===== config.mk =====
export PLATFORM = sky130hd
export DESIGN_NAME = pcl_port_ctrl
export DESIGN_NICKNAME = d
export VERILOG_FILES = /design/src/hw/pcl_pkg.sv /design/src/hw/pcl_port_ctrl.sv
export SDC_FILE = /design/constraint.sdc
export NUM_CORES = 1
export LEC_CHECK = 0
export ABC_AREA = 0
export BUFFER_PORTS_ARGS = -buffer_cell sky130_fd_sc_hd__buf_2
export CORE_AREA = 8 8 116 118
export CTS_CLUSTER_SIZE = 14
export DETAILED_ROUTE_END_ITERATION = 16
export DIE_AREA = 0 0 124 126
export PLACE_DENSITY_LB_ADDON = 0.1
export SLEW_MARGIN = 20
export SYNTH_ARGS = -nofsm -noshare
export SYNTH_HDL_FRONTEND = slang
export SYNTH_SLANG_ARGS = --single-unit
export TNS_END_PERCENT = 50

===== constraint.sdc =====
create_clock -name SYS_CLK -period 6.2 [get_ports SYS_CLK]
set_input_delay 1.24 -clock SYS_CLK [delete_from_list [all_inputs] [get_ports SYS_CLK]]
set_output_delay 1.24 -clock SYS_CLK [all_outputs]
set_load 0.01 [all_outputs]

===== src/hw/pcl_pkg.sv =====
// Shared constants and types of the port clock, loopback and pin polarity control block.
`default_nettype none

package pcl_pkg;

   // ----------------------------------------------------------------------
   // Register map
   // ----------------------------------------------------------------------
   // Printed offsets are register indices; the byte address is four times the index.
   localparam int unsigned ADDR_W = 9;
   localparam logic [ADDR_W-1:0] IDX_CLOCK_TIMING = 9'h044;
   localparam logic [ADDR_W-1:0] IDX_LOOPBACK_ALARM = 9'h046;
   localparam logic [ADDR_W-1:0] IDX_TX_POLARITY = 9'h04A;
   localparam logic [ADDR_W+1:0] ADDR_CLOCK_TIMING = {IDX_CLOCK_TIMING, 2'b00};
   localparam logic [ADDR_W+1:0] ADDR_LOOPBACK_ALARM = {IDX_LOOPBACK_ALARM, 2'b00};
   localparam logic [ADDR_W+1:0] ADDR_TX_POLARITY = {IDX_TX_POLARITY, 2'b00};

   // Reset values and writable bit masks; reserved bits read as zero.
   localparam logic [15:0] RST_CLOCK_TIMING = 16'h0000;
   localparam logic [15:0] RST_LOOPBACK_ALARM = 16'h0000;
   localparam logic [15:0] RST_TX_POLARITY = 16'h0000;
   localparam logic [15:0] MASK_CLOCK_TIMING = 16'h3FFF;
   localparam logic [15:0] MASK_LOOPBACK_ALARM = 16'h0FFF;
   localparam logic [15:0] MASK_TX_POLARITY = 16'hDFFF;

   // Avalon response codes.
   localparam logic [1:0] RESP_OKAY = 2'b00;
   localparam logic [1:0] RESP_SLVERR = 2'b10;

   // ----------------------------------------------------------------------
   // Field positions
   // ----------------------------------------------------------------------
   localparam int unsigned POS_REF_SRC = 6;
   localparam int unsigned POS_REF_LOCAL = 5;
   localparam int unsigned POS_LOOP_TIMING = 4;
   localparam int unsigned POS_ADAPTER_DIS = 3;
   localparam int unsigned POS_RX_FRAMER_TS = 2;
   localparam int unsigned POS_TX_FRAMER_TS = 1;
   localparam int unsigned POS_TX_LINE_TS = 0;
   localparam int unsigned POS_SYS_LOOPBACK = 11;
   localparam int unsigned POS_LOOP_MODE = 8;
   localparam int unsigned POS_ALARM_B = 4;
   localparam int unsigned POS_ALARM_A = 0;

   // Polarity bits that act on pins the device receives; the rest act on driven pins.
   localparam logic [15:0] POL_INPUT_PINS = 16'h0821;
   localparam logic [15:0] POL_OUTPUT_PINS = 16'hD7DE;

   // Loopback mode codes.
   localparam logic [2:0] LBM_NONE = 3'b000;
   localparam logic [2:0] LBM_ANALOG = 3'b001;
   localparam logic [2:0] LBM_LINE = 3'b010;
   localparam logic [2:0] LBM_PAYLOAD = 3'b011;
   localparam logic [2:0] LBM_LINE_DIAG = 3'b110;

   // Alarm order in the status vector, bit 0 first.
   localparam int unsigned NUM_ALARMS = 11;
   // Each select code picks one alarm or an OR of several.
   localparam logic [NUM_ALARMS-1:0] ALARM_MASK [16] = '{
      11'h001, 11'h002, 11'h004, 11'h008, 11'h010, 11'h020, 11'h040, 11'h080,
      11'h100, 11'h200, 11'h400, 11'h003, 11'h030, 11'h00F, 11'h470, 11'h7FF};

   // ----------------------------------------------------------------------
   // Types
   // ----------------------------------------------------------------------
   typedef enum logic [1:0] {SRC_ADAPTER, SRC_RX_LINE, SRC_TX_PIN} pcl_tx_src_e;

   typedef struct packed {
      logic system_bus;
      logic analog;
      logic line;
      logic payload;
      logic diagnostic;
   } pcl_loopback_s;

   typedef struct packed {
      logic atm_lcd;
      logic plcp_rai;
      logic ds3_idle;
      logic line_los;
      logic atm_ocd;
      logic plcp_lof;
      logic plcp_oof;
      logic rai;
      logic ais;
      logic lof;
      logic oof;
   } pcl_alarm_s;

   typedef struct packed {
      logic rx_framer_input_timed;
      logic tx_framer_input_timed;
      logic tx_line_input_timed;
   } pcl_timing_s;

endpackage : pcl_pkg

`default_nettype wire


===== src/hw/pcl_port_ctrl.sv =====
// Per-port clock, timing, loopback, alarm pin and transmit pin polarity control.
//
// Contract
// - Reference source code 0X picks receive 8 kHz, 10 line clock, 11 tx framer clock.
// - Reference select 0 uses global 8 kHz reference, 1 uses this port's source.
// - Loop timing clocks transmit from receive line clock or adapter, ignoring tx pin.
// - Adapter disable 0 uses adapter clocks; 1 without loopback uses tx clock pin.
// - Receive framer timing bit picks output clocks at 0, input clocks at 1.
// - Transmit framer timing bit picks output clocks at 0, input clocks at 1.
// - Transmit line timing bit picks output clocks at 0, input clocks at 1.
// - System bus loopback bit returns transmit bus traffic to receive bus.
// - Loop mode 000 none, 001 analog, 010 line, 011 payload loopback.
// - Loop mode 10X and 111 diagnostic only; 110 line plus diagnostic.
// - B select chooses alarm on pin B, driven only when globally enabled.
// - A select chooses alarm on pin A, driven only when globally enabled.
// - Data enable output invert bit flips that output pin polarity.
// - Convergence data invert bit flips the convergence data pin polarity.
// - Shared frame start output invert bit flips that output pin.
// - Shared enable input invert bit flips that input before internal use.
// - Shared overhead data invert bit flips that data pin.
// - Overhead port invert bits flip frame start, enable, data and clock pins.
// - Frame start input and negative rail output invert bits flip those pins.
// - Lowest four bits flip positive rail, line clock, clock out, clock in pins.
//
// Design decision made here: register access over Avalon-MM.
`default_nettype none

module pcl_port_ctrl (
   input wire logic SYS_CLK,
   input wire logic SYS_RST,
   input wire logic CE,
   // Avalon-MM slave.
   input wire logic [pcl_pkg::ADDR_W+1:0] AVS_ADDRESS,
   input wire logic AVS_READ,
   input wire logic AVS_WRITE,
   input wire logic [3:0] AVS_BYTEENABLE,
   input wire logic [31:0] AVS_WRITEDATA,
   output logic [31:0] AVS_READDATA,
   output logic [1:0] AVS_RESPONSE,
   output logic AVS_WAITREQUEST,
   // Reference sources.
   input wire logic RX_CL_8K,
   input wire logic RX_LINE_CLOCK_PIN,
   input wire logic TX_FRAMER_CLK,
   input wire logic GLOBAL_8K_REF,
   output logic PORT_REF_8K,
   output logic TRAILER_REF_8K,
   // Transmit clock selection.
   input wire logic TX_CLOCK_INPUT_PIN,
   input wire logic CLOCK_ADAPTER_CLK,
   output pcl_pkg::pcl_tx_src_e TX_CLK_SRC,
   output logic TX_CLK_SEL,
   output pcl_pkg::pcl_timing_s IO_TIMING,
   output pcl_pkg::pcl_loopback_s LOOPBACK,
   // Alarm pins.
   input wire pcl_pkg::pcl_alarm_s ALARM_STATUS,
   input wire logic GLOBAL_PIN_A_EN,
   input wire logic GLOBAL_PIN_B_EN,
   output logic ALARM_PIN_A_OUT,
   output logic ALARM_PIN_A_OE,
   output logic ALARM_PIN_B_OUT,
   output logic ALARM_PIN_B_OE,
   // Transmit side pins, one bit per polarity control bit.
   input wire logic [15:0] TX_CORE_OUT,
   output logic [15:0] TX_PIN_OUT,
   input wire logic [15:0] TX_PIN_IN,
   output logic [15:0] TX_CORE_IN
);

   // ----------------------------------------------------------------------
   // Register storage
   // ----------------------------------------------------------------------
   logic [15:0] clock_timing;
   logic [15:0] loopback_alarm;
   logic [15:0] tx_polarity;
   logic ack;
   logic [pcl_pkg::ADDR_W+1:0] req_addr;
   logic hit_clock;
   logic hit_loop;
   logic hit_pol;
   logic hit_any;
   logic [15:0] wr_lanes;
   logic [15:0] rd_word;

   // Field views of the stored registers.
   logic [1:0] port_ref_source_sel;
   logic port_ref_use_local;
   logic loop_timing_en;
   logic clock_adapter_disable;
   logic [2:0] loopback_mode_sel;
   logic [3:0] alarm_pin_a_sel;
   logic [3:0] alarm_pin_b_sel;

   assign port_ref_source_sel = clock_timing[pcl_pkg::POS_REF_SRC +: 2];
   assign port_ref_use_local = clock_timing[pcl_pkg::POS_REF_LOCAL];
   assign loop_timing_en = clock_timing[pcl_pkg::POS_LOOP_TIMING];
   assign clock_adapter_disable = clock_timing[pcl_pkg::POS_ADAPTER_DIS];
   assign loopback_mode_sel = loopback_alarm[pcl_pkg::POS_LOOP_MODE +: 3];
   assign alarm_pin_b_sel = loopback_alarm[pcl_pkg::POS_ALARM_B +: 4];
   assign alarm_pin_a_sel = loopback_alarm[pcl_pkg::POS_ALARM_A +: 4];

   // ----------------------------------------------------------------------
   // Avalon-MM slave
   // ----------------------------------------------------------------------
   // Address decode on the word index; the low two byte bits must be zero.
   assign req_addr = AVS_ADDRESS;
   assign hit_clock = (req_addr == pcl_pkg::ADDR_CLOCK_TIMING);
   assign hit_loop = (req_addr == pcl_pkg::ADDR_LOOPBACK_ALARM);
   assign hit_pol = (req_addr == pcl_pkg::ADDR_TX_POLARITY);
   assign hit_any = hit_clock | hit_loop | hit_pol;
   assign wr_lanes = {{8{AVS_BYTEENABLE[1]}}, {8{AVS_BYTEENABLE[0]}}};

   // Read data of the addressed register, zero for unmapped addresses.
   always_comb begin
      rd_word = 16'h0000;
      if (hit_clock) begin
         rd_word = clock_timing;
      end else if (hit_loop) begin
         rd_word = loopback_alarm;
      end else if (hit_pol) begin
         rd_word = tx_polarity;
      end
   end

   // Every access waits exactly one cycle; the ack cycle is the one the master samples.
   // A fixed wait keeps read data registered without a combinational path to the bus.
   always_ff @(posedge SYS_CLK) begin
      if (SYS_RST) begin
         ack <= 1'b0;
      end else if (CE) begin
         ack <= (AVS_READ | AVS_WRITE) & ~ack;
      end
   end

   // Wait request is the inverse of the registered acknowledge.
   always_ff @(posedge SYS_CLK) begin
      if (SYS_RST) begin
         AVS_WAITREQUEST <= 1'b1;
      end else if (CE) begin
         AVS_WAITREQUEST <= ~((AVS_READ | AVS_WRITE) & ~ack);
      end
   end

   // Read data and response are captured as the acknowledge is raised.
   always_ff @(posedge SYS_CLK) begin
      if (SYS_RST) begin
         AVS_READDATA <= 32'h0000_0000;
         AVS_RESPONSE <= pcl_pkg::RESP_OKAY;
      end else if (CE) begin
         if ((AVS_READ | AVS_WRITE) & ~ack) begin
            AVS_READDATA <= {16'h0000, (AVS_READ ? rd_word : 16'h0000)};
            AVS_RESPONSE <= hit_any ? pcl_pkg::RESP_OKAY : pcl_pkg::RESP_SLVERR;
         end
      end
   end

   // Writes commit at the edge where wait request is seen low; reserved bits stay zero.
   always_ff @(posedge SYS_CLK) begin
      if (SYS_RST) begin
         clock_timing <= pcl_pkg::RST_CLOCK_TIMING;
         loopback_alarm <= pcl_pkg::RST_LOOPBACK_ALARM;
         tx_polarity <= pcl_pkg::RST_TX_POLARITY;
      end else if (CE && ack && AVS_WRITE) begin
         if (hit_clock) begin
            clock_timing <= ((AVS_WRITEDATA[15:0] & wr_lanes) | (clock_timing & ~wr_lanes))
                            & pcl_pkg::MASK_CLOCK_TIMING;
         end
         if (hit_loop) begin
            loopback_alarm <= ((AVS_WRITEDATA[15:0] & wr_lanes) | (loopback_alarm & ~wr_lanes))
                              & pcl_pkg::MASK_LOOPBACK_ALARM;
         end
         if (hit_pol) begin
            tx_polarity <= ((AVS_WRITEDATA[15:0] & wr_lanes) | (tx_polarity & ~wr_lanes))
                           & pcl_pkg::MASK_TX_POLARITY;
         end
      end
   end

   // ----------------------------------------------------------------------
   // Reference selection
   // ----------------------------------------------------------------------
   logic next_port_ref;

   // Source codes 0X share one source, so only the high bit splits them.
   always_comb begin
      next_port_ref = RX_CL_8K;
      if (port_ref_source_sel[1]) begin
         next_port_ref = port_ref_source_sel[0] ? TX_FRAMER_CLK : RX_LINE_CLOCK_PIN;
      end
   end

   // The trailer and one-second timer reference follows the local select bit.
   always_ff @(posedge SYS_CLK) begin
      if (SYS_RST) begin
         PORT_REF_8K <= 1'b0;
         TRAILER_REF_8K <= 1'b0;
      end else if (CE) begin
         PORT_REF_8K <= next_port_ref;
         TRAILER_REF_8K <= port_ref_use_local ? next_port_ref : GLOBAL_8K_REF;
      end
   end

   // ----------------------------------------------------------------------
   // Loopback decode
   // ----------------------------------------------------------------------
   pcl_pkg::pcl_loopback_s next_loopback;

   // Codes 100, 101 and 111 give diagnostic loopback alone.
   always_comb begin
      next_loopback = '0;
      next_loopback.system_bus = loopback_alarm[pcl_pkg::POS_SYS_LOOPBACK];
      unique case (loopback_mode_sel)
         pcl_pkg::LBM_NONE: begin
         end
         pcl_pkg::LBM_ANALOG: begin
            next_loopback.analog = 1'b1;
         end
         pcl_pkg::LBM_LINE: begin
            next_loopback.line = 1'b1;
         end
         pcl_pkg::LBM_PAYLOAD: begin
            next_loopback.payload = 1'b1;
         end
         pcl_pkg::LBM_LINE_DIAG: begin
            next_loopback.line = 1'b1;
            next_loopback.diagnostic = 1'b1;
         end
         default: begin
            next_loopback.diagnostic = 1'b1;
         end
      endcase
   end

   // Registered loopback controls.
   always_ff @(posedge SYS_CLK) begin
      if (SYS_RST) begin
         LOOPBACK <= '0;
      end else if (CE) begin
         LOOPBACK <= next_loopback;
      end
   end

   // ----------------------------------------------------------------------
   // Transmit clock source and pin timing
   // ----------------------------------------------------------------------
   pcl_pkg::pcl_tx_src_e next_tx_src;
   logic any_line_loop;
   logic next_tx_clk;

   // With adapter disable set, a line or analog loopback also retimes transmit from the receive side.
   assign any_line_loop = next_loopback.line | next_loopback.analog;

   // Loop timing never selects the transmit clock pin.
   always_comb begin
      if (loop_timing_en || (any_line_loop && clock_adapter_disable)) begin
         next_tx_src = clock_adapter_disable ? pcl_pkg::SRC_RX_LINE
                                             : pcl_pkg::SRC_ADAPTER;
      end else begin
         next_tx_src = clock_adapter_disable ? pcl_pkg::SRC_TX_PIN
                                             : pcl_pkg::SRC_ADAPTER;
      end
   end

   // Sampled view of the selected clock, taken from the normal-polarity pin input.
   always_comb begin
      unique case (next_tx_src)
         pcl_pkg::SRC_ADAPTER: next_tx_clk = CLOCK_ADAPTER_CLK;
         pcl_pkg::SRC_RX_LINE: next_tx_clk = RX_LINE_CLOCK_PIN;
         pcl_pkg::SRC_TX_PIN: next_tx_clk = TX_CLOCK_INPUT_PIN;
         default: next_tx_clk = 1'b0;
      endcase
   end

   // Registered clock steering and pin timing selects.
   always_ff @(posedge SYS_CLK) begin
      if (SYS_RST) begin
         TX_CLK_SRC <= pcl_pkg::SRC_ADAPTER;
         TX_CLK_SEL <= 1'b0;
         IO_TIMING <= '0;
      end else if (CE) begin
         TX_CLK_SRC <= next_tx_src;
         TX_CLK_SEL <= next_tx_clk;
         IO_TIMING.rx_framer_input_timed <= clock_timing[pcl_pkg::POS_RX_FRAMER_TS];
         IO_TIMING.tx_framer_input_timed <= clock_timing[pcl_pkg::POS_TX_FRAMER_TS];
         IO_TIMING.tx_line_input_timed <= clock_timing[pcl_pkg::POS_TX_LINE_TS];
      end
   end

   // ----------------------------------------------------------------------
   // Alarm pins
   // ----------------------------------------------------------------------
   logic next_alarm_a;
   logic next_alarm_b;

   // An OR over the masked alarm vector covers single and grouped codes alike.
   assign next_alarm_a = |(ALARM_STATUS & pcl_pkg::ALARM_MASK[alarm_pin_a_sel]);
   assign next_alarm_b = |(ALARM_STATUS & pcl_pkg::ALARM_MASK[alarm_pin_b_sel]);

   // The pins only drive while the global pin control enables them.
   always_ff @(posedge SYS_CLK) begin
      if (SYS_RST) begin
         ALARM_PIN_A_OUT <= 1'b0;
         ALARM_PIN_A_OE <= 1'b0;
         ALARM_PIN_B_OUT <= 1'b0;
         ALARM_PIN_B_OE <= 1'b0;
      end else if (CE) begin
         ALARM_PIN_A_OUT <= next_alarm_a & GLOBAL_PIN_A_EN;
         ALARM_PIN_A_OE <= GLOBAL_PIN_A_EN;
         ALARM_PIN_B_OUT <= next_alarm_b & GLOBAL_PIN_B_EN;
         ALARM_PIN_B_OE <= GLOBAL_PIN_B_EN;
      end
   end

   // ----------------------------------------------------------------------
   // Transmit pin polarity
   // ----------------------------------------------------------------------
   // Bit 15 data enable out, 14 data, 12 shared frame start out, 11 shared enable in,
   // 10 shared overhead data, 9..6 overhead port, 5 frame start in, 4 negative rail,
   // 3 positive rail, 2 line clock, 1 clock out, 0 clock in.
   // The flip sits in the flop next to each pin, output or input, so the core never sees inverted
   // polarity; the cost is one cycle of latency through the boundary.
   for (genvar i = 0; i < 16; i++) begin : g_pol
      always_ff @(posedge SYS_CLK) begin
         if (SYS_RST) begin
            TX_PIN_OUT[i] <= 1'b0;
            TX_CORE_IN[i] <= 1'b0;
         end else if (CE) begin
            TX_PIN_OUT[i] <= pcl_pkg::POL_OUTPUT_PINS[i]
                             & (TX_CORE_OUT[i] ^ tx_polarity[i]);
            TX_CORE_IN[i] <= pcl_pkg::POL_INPUT_PINS[i]
                             & (TX_PIN_IN[i] ^ tx_polarity[i]);
         end
      end
   end

endmodule : pcl_port_ctrl

`default_nettype wire


-- Word level (Yosys, flattened, before mapping)
Memory sizes are Yosys's and may differ from the RTL's.
Cells that the tools add are included.
- memories: 2
- ROM bits: 352
- input port bits: 103
- register bits: 93
- multiplexer cells: 20
- eq/ne operators: 9
- reduce and logical (&&, ||, !) cells: 14
- bitwise operators: 36
- $lt $le $gt $ge: 2
- memories (memory ; depth ; width ; rd ports ; clocked after memory_dff ; wr ports ; RTL line ; source):
    (no name shown) ; 16 ; 11 ; 1 ; 0 ; 0 ; pcl_port_ctrl.sv:297 ; assign next_alarm_b = |(ALARM_STATUS & pcl_pkg::ALARM_MASK[alarm_pin_b_sel]);
    (no name shown) ; 16 ; 11 ; 1 ; 0 ; 0 ; pcl_port_ctrl.sv:296 ; assign next_alarm_a = |(ALARM_STATUS & pcl_pkg::ALARM_MASK[alarm_pin_a_sel]);
- operator list (cell ; count):
    16-bit 2-to-1 mux ; 4
    11-bit 2-to-1 mux ; 4
    11-bit by 9-bit equality test with 1-bit output (second input constant) ; 3
    16-bit AND ; 2
    11-bit AND ; 2
    11-bit OR reduction ; 2
    16-bit inverter ; 1
    16-bit OR ; 1
    1-bit bitwise XOR ; 15
    14-bit AND ; 1
    14-bit OR ; 1
    12-bit AND ; 1
    12-bit OR ; 1
    5-bit greater-or-equal comparator (second input constant) ; 2
    4-bit inverter with 5-bit output ; 2
    1-bit 2-to-1 mux ; 8
    2-bit AND reduction ; 4
    3-bit by 2-bit equality test with 1-bit output (second input constant) ; 2
    2-bit 2-to-1 mux ; 3
    1-bit OR ; 4
    4-bit OR reduction ; 1
    1-bit AND ; 3
    3-bit by 1-bit equality test with 1-bit output (second input constant) ; 1
    3-bit equality test (second input constant) ; 1
    9 further kinds ; 12

-- Depth between registers and ports, before layout
Gate-level depths: netlist of run 1.
- depth in word-level cells: 9
- mapped depth: 7
- depth with buffers taken out: 5

-- Worst setup path before layout of run 1
OpenSTA, ideal clock, no wires.
- path type: input -> register
- from: input port AVS_ADDRESS[6] (netlist bit)
- to: register AVS_READDATA[7]
- path slack: 3.259 ns
- data arrival time: 2.824 ns
- stages: 5
- path buffers: 0
- cell sequence: or4b_4 or2_1 or3_1 or2_0 a22o_1
- cells in the longest elaborated chain, start to end: 5
- ends and longest elaborated chain (what ; RTL line ; source):
    from (decl) ; pcl_port_ctrl.sv:33 ; input wire logic [pcl_pkg::ADDR_W+1:0] AVS_ADDRESS,
    11-bit by 9-bit equality test with 1-bit output ; pcl_port_ctrl.sv:109 ; assign hit_pol = (req_addr == pcl_pkg::ADDR_TX_POLARITY);
    16-bit 2-to-1 mux ; pcl_port_ctrl.sv:120 ; end else if (hit_pol) begin
    16-bit 2-to-1 mux ; pcl_port_ctrl.sv:118 ; end else if (hit_loop) begin
    16-bit 2-to-1 mux * ; pcl_port_ctrl.sv:116 ; if (hit_clock) begin
    16-bit 2-to-1 mux * ; pcl_port_ctrl.sv:151 ; AVS_READDATA <= {16'h0000, (AVS_READ ? rd_word : 16'h0000)};
    to (signal assigned) ; pcl_port_ctrl.sv:151 ;
    to (decl) ; pcl_port_ctrl.sv:38 ; output logic [31:0] AVS_READDATA,
Every way passes the cells marked *; elsewhere a longest branch is shown, timed or not.
A chain may end at the register's enable or synchronous reset.

==> impl_metrics.csv, run 1 <==
group,metric,value,unit
floorplanning,io_pins,187,
timing,hold_violations,0,
timing,holdWs,0.446,ns
cells_and_area,nNetsFinal,707,
place,placedCellCount,740,
worst_hold_path,min-delay-start,"AVS_READDATA[9]",
global_routing,grt_max_degree,51,
critical_path,required,6.42,ns
timing,period_minus_slack,3.17,ns
synthesis,async_flop_share,0,%
routing,drt_wl_total,12900,microns
power,ir_drop,0.000149,V
timing,setup_tns,0,ns
power,p_leak,2.19,nW
timing,period_share,51.2,%
cells_and_area,stdcell_count,756,
critical_path,worstSetupPathType,"in2reg",
routing,detail_route.wl_per_cell,17.1,microns
timing,setup_slack,3.03,ns
cts,cts_setup_buffers,0,
timing,tightest_slew,0.704,ns
cells_and_area,fillers,1243,
synthesis,syn_inst,502,
routing,remaining_drc_errors,0,
critical_path,max_stage_delay,0.57,ns
global_routing,overflow,0,
critical_path,arrival,3.39,ns
place,place_hpwl,9600,microns
cells_and_area,final_area,5180,sq um
synthesis,synth_top_area_share,42.6,%
critical_path,reg2reg_from,"ack",
cells_and_area,multi_input_comb_area,2200,sq um
cells_and_area,seqCellArea,1840,sq um
synthesis,synth_compound_area_share,16.1,%
outcome,run_status,"completed",
flow_run,cap_violations,0,
timing,finalMaxSlewViolations,0,
critical_path,critPathBufInv,2,
power,p_per_area,250,nW/um^2
critical_path,path_delay_family,"simple AND/OR/NAND/NOR gates",
synthesis,synth_area,4330,sq um
routing,drtAntennaViolNets,0,
worst_hold_path,min_path_type,"reg2reg",
synthesis,synthMuxAreaShare,10.5,%
critical_path,worstPathMaxFanout,50,
cells_and_area,antenna-diode-count,0,
routing,viasPerCell,4.92,
synthesis,synth_edf_count,0,
synthesis,synth_largest_area_cell,"dfxtp_1",
place,place_area,4870,sq um
power,total_power,1.30,mW
synthesis,synth_top_family_by_area,"simple AND/OR/NAND/NOR gates",
synthesis,synth-main-ff-cell,"dfxtp_1",
cts,cts_buffers,9,
cts,clock_path_buffers,2,
place,gp_congestion,0.788,
floorplanning,die_width,124,microns
place,dpl_worst_slack,2.63,ns
synthesis,synthAdderAreaFrac,0,%
routing,drtIter0Drc,162,
synthesis,ys_seq_elements,92,
cts,clk_latency,0.34,ns
cells_and_area,drive_above_1_share,23.3,%
critical_path,slowest_stage,"and3_1",
cts,cts_tree,"built",
cts,cts-resized-gates,0,
critical_path,critPathLaunchType,"input pin",
cts,cts-root-buf,"clkbuf_16",
cts,clk_pin_slew,0.06,ns
critical_path,setup.worst_path.start,"CE",
floorplanning,start_util,37.0,%
floorplanning,die_area,15600,sq um
cells_and_area,final_core_util,44.2,%
global_routing,grt_pass1_wl,20100,microns
timing,fmax,315,MHz
global_routing,grtUsageTotal,16.5,%
routing,dr.pass1.iters,4,
synthesis,yosys.area_share.xor_xnor,3.04,%
floorplanning,die_h,126,microns
floorplanning,rows,40,
timing,skew,0.00774,ns
cts,cts.htree.levels,3,
cts,holdBufCountCts,0,
timing,setup_viol,0,
timing,relSlewSlack,52.9,%
critical_path,worstPathCellList,"buf_2 > buf_4 > nand3_1 > nor4_2 > and3_1 > mux2i_1 > nor2_1",
cts,cts_sinks,92,
global_routing,grt_pass1_vias,3707,
timing,rsz0062_at_grt,"false",
floorplanning,coreArea,11700,sq um
synthesis,synth-simple-area-share,18.3,%
synthesis,synth_cell_types,50,
synthesis,syn_avg_cell_area,8.62,sq um
routing,route.vias.total,3719,
place,io_buffers,117,
synthesis,yosys-top-cells-area,"dfxtp_1 (43%), mux2i_1 (9.5%), nor2_1 (6.3%)",
synthesis,yosys_warnings,0,
synthesis,seq_area_frac_synth,42.6,%
critical_path,critPathCaptureType,"register",
cells_and_area,area_delta_synth_final,19.7,%
global_routing,antenna_found_initial,0,
==> cell usage after synthesis (3+ instances only) <==
master / n
or2_0: 3
a22o_1: 3
o31ai_1: 6
o21ai_1: 4
o211ai_1: 4
a211oi_1: 17
inv_1: 6
a32oi_1: 3
a21o_1: 5
dfxtp_1: 92
o21ai_0: 15
nor3_1: 6
xnor2_1: 15
nor2_1: 73
clkbuf_1: 22
mux2i_1: 41
nor2b_1: 4
nand2_1: 45
a21oi_1: 37
a22oi_1: 4
buf_4: 36
nand3_1: 19
nand2b_1: 5
==> cell usage in the layout (no fill, tap or decap), types with 2 or more instances in the layout <==
| cell type | synthesis | layout |
|---|---|---|
| o31ai_1 | 6 | 6 |
| nand3_1 | 19 | 19 |
| a21oi_1 | 37 | 37 |
| nor3_1 | 6 | 6 |
| nor2_1 | 73 | 73 |
| o311a_1 | 2 | 2 |
| nand2_1 | 45 | 45 |
| mux2i_1 | 41 | 41 |
| dfxtp_1 | 92 | 92 |
| buf_4 | 36 | 4 |
| nor2b_1 | 4 | 4 |
| a22o_1 | 3 | 3 |
| nor4_1 | 2 | 2 |
| and3_1 | 2 | 2 |
| clkbuf_16 | 0 | 9 |
| o211ai_1 | 4 | 4 |
| o21ai_0 | 15 | 15 |
| inv_1 | 6 | 6 |
| mux4_2 | 2 | 2 |
| conb_1 | 1 | 34 |
| a22oi_1 | 4 | 4 |
| a31oi_1 | 2 | 2 |
| o41ai_1 | 2 | 2 |
| buf_2 | 2 | 117 |
| o21ai_1 | 4 | 4 |
| xnor2_1 | 15 | 15 |
| clkbuf_1 | 22 | 3 |
| a21o_1 | 5 | 5 |
| nand2b_1 | 5 | 5 |
| nor4_2 | 2 | 2 |
| bufinv_16 | 0 | 2 |
| o2111ai_1 | 2 | 2 |
| a32oi_1 | 3 | 3 |
| or2_0 | 3 | 3 |
| a211oi_1 | 17 | 17 |
==> logic make-up (layout without fill, tap and decap cells) <==
family                    Yosys count  count (layout)
xor gates and xnor gates           15              15
AOI/OAI and AO/OA                 109             109
other                               1              34
buffers and inverters              70             144
DFF                                92              92
and+or+nand+nor                   172             172
muxes                              43              43
==> layer usage <==
layer | global-route usage, % | vias to the layer above | wire length [microns]
met1 | 20.5 | 1710 | 5650
met2 | 26.9 | 103 | 6180
li1 | - | 1894 | -
met4 | 4.69 | 0 | 150
met5 | 0 | - | 0
met3 | 4.87 | 12 | 924
==> power breakdown <==
group          internal (mW)  switching (mW)  leakage (nW)  total (mW)
Clock                  0.354           0.224         0.151       0.578
Combinational         0.0411          0.0718          1.29       0.113
Sequential             0.602         0.00505         0.747       0.607
==> path summary, 6_finish.rpt <==
| check | to | slack, ns | cells after the start |
|---|---|---|---|
| worst max register to register | register | 4.21 | 5 |
| worst min-delay path | AVS_READDATA[9] | 0.45 | 2 |
| worst max-delay path | register | 3.03 | 7 |
| worst min register to register | AVS_READDATA[9] | 0.45 | 2 |
==> worst reg2reg max path: cells and delay by family (launching register included) <==
kind             cells  cell delay [ns]
DFF                  1             0.37
muxes                1             0.25
and+or+nand+nor      4             1.25
==> area by class of cell <==
cell class                 count  area share, %
tap                          147           3.55
clock inverter                 4           1.43
timing repair buffer         121           11.9
sequential                    92           35.6
inverter                       7          0.507
multi-input combinational    373           42.5
clock buffer                  12           4.57
No activity file was read; power rests on OpenSTA's default activity.
==> run 2, diff against run 1 <==
Clock period 6.2 ns to 2.85 ns, I/O delays scaled along.
==> impl_metrics.csv, run 2 (same netlist as run 1, synthesis figures left out) <==
group,metric,value,unit
cts,clk_pin_slew,0.06,ns
timing,setup_viol,0,
timing,tightest_slew,0.670,ns
worst_hold_path,hold_depth,2,
place,gp_congestion,0.801,
floorplanning,die_width,124,microns
worst_hold_path,min_path_type,"reg2reg",
cts,cts.htree.levels,3,
critical_path,r2r_cells,6,
place,io_buffers,117,
timing,rsz0062_at_grt,"false",
global_routing,grt_pass1_vias,3844,
critical_path,arrival,2.47,ns
power,ir_drop,0.000250,V
place,placedCellCount,744,
cells_and_area,antenna-diode-count,0,
global_routing,grt_pass1_wl,20300,microns
timing,skew,0.00950,ns
critical_path,slowest_stage,"or4b_4",
cts,holdBufCountCts,0,
power,internal-power,2.01,mW
cts,cts_setup_buffers,0,
timing,holdWs,0.448,ns
critical_path,critPathLaunchType,"input pin",
outcome,run_status,"completed",
routing,drtIter0Drc,154,
global_routing,grt_max_degree,60,
floorplanning,start_util,37.0,%
floorplanning,io_pins,187,
routing,route.vias.total,3750,
place,place_hpwl,9850,microns
routing,drtAntennaViolNets,0,
cts,clock_path_buffers,2,
global_routing,overflow,0,
worst_hold_path,min-delay-start,"AVS_READDATA[9]",
cells_and_area,layout_commonest_cell,"buf_2",
cells_and_area,final_core_util,44.1,%
cts,cts_buffers,9,
routing,remaining_drc_errors,0,
routing,detail_route.wl_per_cell,17.3,microns
power,power.share.clock,41.3,%
cells_and_area,drive_above_1_share,24.1,%
cells_and_area,mostFrequentLayoutCells,"buf_2 (117), dfxtp_1 (92), nor2_1 (73), nand2_1 (45), mux2i_1 (41)",
worst_hold_path,hold_end,"AVS_READDATA[9]",
critical_path,critPathCaptureType,"register",
timing,period_share,77.1,%
critical_path,worstPathCellList,"buf_2 > or4b_4 > or2_1 > or3_1 > buf_4 > a2bb2oi_1 > nor2_1",
global_routing,antenna_found_initial,0,
timing,fmax,455,MHz
cts,clk_latency,0.34,ns
cells_and_area,stdcell_count,760,
power,seqPwrFrac,49.5,%
place,dpl_worst_slack,0.295,ns
power,total_power,2.67,mW
cts,cts-resized-gates,0,
critical_path,critPathBufInv,2,
routing,dr.pass1.iters,4,
global_routing,grtUsageTotal,16.6,%
critical_path,worstPathMaxFanout,9,
critical_path,worstSetupPathType,"in2reg",
routing,viasPerCell,4.93,
cts,cts-root-buf,"clkbuf_16",
routing,drt_wl_total,13200,microns
floorplanning,rows,40,
timing,period_minus_slack,2.20,ns
timing,hold_violations,0,
critical_path,required,3.13,ns
critical_path,path_delay_family,"simple AND/OR/NAND/NOR gates",
critical_path,max_stage_delay,0.56,ns
cts,cts_tree,"built",
cts,cts_sinks,92,
power,p_per_area,516,nW/um^2
cells_and_area,final_area,5170,sq um
timing,setup_slack,0.652,ns
floorplanning,coreArea,11700,sq um
timing,finalMaxSlewViolations,0,
power,p_switching,0.662,mW
floorplanning,die_area,15600,sq um
timing,relSlewSlack,55.0,%
flow_run,cap_violations,0,
critical_path,reg2reg_from,"ack",
power,p_leak,2.19,nW
power,power_frac_comb,9.3,%
timing,setup_tns,0,ns
cells_and_area,nNetsFinal,711,
floorplanning,die_h,126,microns
cells_and_area,area_delta_synth_final,19.5,%
power,swShare,24.8,%
place,place_area,4900,sq um
critical_path,regToRegSetupSlack,1.08,ns
run 2: layout make-up:
class	instances	area [sq um]
clock inverter	5	27.5
sequential	92	1840
timing repair buffer	125	646
multi-input combinational	373	2200
inverter	7	26.3
fill	1255	6540
clock buffer	11	243
tap	147	184
run 2: routing by layer:
layer  track usage (%)  routed length [microns]
met1              19.8                     5630
met2              27.9                     6500
met3              5.45                      930
met4              4.20                      116
met5                 0                        0
run 2: how the worst max path moves through the flow:
stage	startpoint	to	cells after the start
floorplan	AVS_ADDRESS[6]	AVS_READDATA[7]	5
global placement	AVS_ADDRESS[6]	register	7
detailed placement	AVS_ADDRESS[6]	register	7
CTS	AVS_ADDRESS[6]	AVS_READDATA[13]	7
global route	AVS_ADDRESS[6]	register	7
finish	AVS_ADDRESS[6]	AVS_READDATA[13]	7
run 2: tightest hold or removal path, cell delays in order (launching register included):
cell	delay [ns]
dfxtp_1	0.31
nand2_1	0.05
o21ai_1	0.05
run 2: power groups by stage:
stage               logic [mW]  registers (mW)  clock network, mW
global route             0.269            1.32               1.19
CTS                      0.247            1.32               1.14
detailed placement       0.247            1.35                  0
global placement         0.245            1.35                  0
floorplan                0.154            1.36                  0
finish                   0.247            1.32               1.10
==> run 3, diff against run 2 <==
Clock period 2.85 ns to 2.3 ns, I/O delays scaled along.
==> impl_metrics.csv, run 3 (same netlist as run 1, synthesis figures left out) <==
group,metric,value,unit
outcome,run_status,"completed",
routing,drtAntennaViolNets,0,
routing,drt_wl_total,13100,microns
cts,clk_latency,0.35,ns
global_routing,grt_pass1_vias,3791,
power,internal-power,2.53,mW
global_routing,grt_util_met2,27.4,%
cts,cts.htree.levels,3,
cells_and_area,final_core_util,45.1,%
cts,cts_sinks,92,
cells_and_area,stdcell_count,768,
timing,tightest_slew,0.681,ns
cts,holdBufCountCts,0,
floorplanning,die_h,126,microns
routing,dr.pass1.iters,4,
global_routing,overflow,0,
routing,drtIter0Drc,197,
power,power_frac_comb,9.2,%
critical_path,r2r_cells,6,
timing,hold_violations,0,
flow_run,cap_violations,0,
routing,route.vias.total,3820,
place,gp_congestion,0.776,
routing,detail_route.wl_per_cell,17.1,microns
cells_and_area,layout_commonest_cell,"buf_2",
cells_and_area,nNetsFinal,719,
routing,remaining_drc_errors,0,
global_routing,grtUsageTotal,16.8,%
critical_path,critPathLaunchType,"input pin",
power,p_switching,0.846,mW
global_routing,grt_pass1_wl,20500,microns
timing,finalMaxSlewViolations,0,
timing,relSlewSlack,54.6,%
critical_path,worstPathCellList,"buf_2 > or4b_4 > nor4_2 > buf_4 > nand2_1 > nand2_1 > a21oi_1",
global_routing,grt-busiest-layer,"met2",
timing,holdWs,0.346,ns
critical_path,path_delay_family,"simple AND/OR/NAND/NOR gates",
global_routing,antenna_found_initial,0,
floorplanning,start_util,37.0,%
critical_path,critPathBufInv,2,
critical_path,worstPathMaxFanout,14,
timing,period_share,89.1,%
floorplanning,die_width,124,microns
cells_and_area,fillers,1238,
critical_path,path_depth,7,
power,swShare,25.1,%
critical_path,arrival,2.25,ns
power,seqPwrFrac,48.5,%
floorplanning,die_area,15600,sq um
cts,cts_tree,"built",
place,placedCellCount,752,
critical_path,max_stage_delay,0.56,ns
cells_and_area,area_delta_synth_final,22.1,%
critical_path,critPathCaptureType,"register",
power,p_leak,2.24,nW
cts,cts_buffers,9,
cells_and_area,drive_above_1_share,25.3,%
floorplanning,coreArea,11700,sq um
critical_path,required,2.50,ns
global_routing,use_met1,20.6,%
place,io_buffers,117,
timing,skew,0.00721,ns
cts,cts_setup_buffers,0,
critical_path,reg2reg_from,"ack",
timing,setup_viol,0,
cts,clk_pin_slew,0.07,ns
timing,fmax,488,MHz
cells_and_area,mostFrequentLayoutCells,"buf_2 (117), dfxtp_1 (92), nor2_1 (73), nand2_1 (45), mux2i_1 (41)",
cts,cts-root-buf,"clkbuf_16",
worst_hold_path,min_path_type,"in2reg",
power,total_power,3.37,mW
critical_path,slowest_stage,"or4b_4",
cts,cts-resized-gates,0,
global_routing,grt_max_degree,63,
floorplanning,io_pins,187,
critical_path,setup.worst_path.start,"AVS_ADDRESS[6]",
timing,period_minus_slack,2.05,ns
critical_path,worstSetupPathType,"in2reg",
cts,clock_path_buffers,2,
routing,viasPerCell,4.97,
floorplanning,rows,40,
power,p_per_area,638,nW/um^2
place,place_hpwl,9840,microns
timing,rsz0062_at_grt,"false",
power,ir_drop,0.000436,V
critical_path,regToRegSetupSlack,0.58,ns
global_routing,use_met3,5.00,%
power,power.share.clock,42.3,%
critical_path,crit_path_frequent_cell,"nand2_1",
cells_and_area,antenna-diode-count,0,
timing,setup_tns,0,ns
run 3: metrics by stage:
stage	cell area (sq um)	worst slack (ns)
after global placement	5000	-0.0950
after global routing	5290	0.162
after detailed placement	5000	-0.0974
after floorplan	4450	0.139
final	5290	0.251
after CTS	5290	0.260
run 3: layer usage:
| layer | routed length [microns] | vias up |
|---|---|---|
| li1 | - | 1917 |
| met4 | 223 | 0 |
| met3 | 911 | 17 |
| met2 | 6260 | 118 |
| met5 | 0 | - |
| met1 | 5750 | 1768 |
run 3: layout make-up:
type	instances	area, sq um	share of cell area, %
Tap cell	147	184	3.48
Multi-Input combinational cell	373	2200	41.7
Inverter	7	26.3	0.497
Clock buffer	11	253	4.78
Clock inverter	5	36.3	0.686
Timing Repair Buffer	133	743	14.1
Sequential cell	92	1840	34.8
run 3: worst min path at each step:
stage                                start               end  slack (ns)  cells after the start
after global routing               SYS_RST  AVS_READDATA[12]        0.35                      2
final                              SYS_RST  AVS_READDATA[12]        0.35                      2
after global placement     AVS_READDATA[9]   AVS_READDATA[9]        0.44                      2
after detailed placement  AVS_READDATA[10]  AVS_READDATA[10]        0.44                      2
after CTS                          SYS_RST  AVS_READDATA[12]        0.33                      2
after floorplan                   register          register        0.46                      2
run 3: worst register-to-register path, stage by stage (launching register included):
cell	delay (ns)
dfxtp_1	0.35
nand3_1	0.14
nor4_2	0.33
buf_4	0.29
nand2_1	0.25
nand2_1	0.15
a21oi_1	0.07
run 3: power groups by stage:
| stage | clock, mW | combinational (mW) | sequential, mW |
|---|---|---|---|
| global placement | 0 | 0.309 | 1.67 |
| global route | 1.54 | 0.340 | 1.64 |
| floorplan | 0 | 0.191 | 1.68 |
| finish | 1.43 | 0.312 | 1.63 |
| CTS | 1.47 | 0.313 | 1.64 |
| detailed placement | 0 | 0.312 | 1.67 |
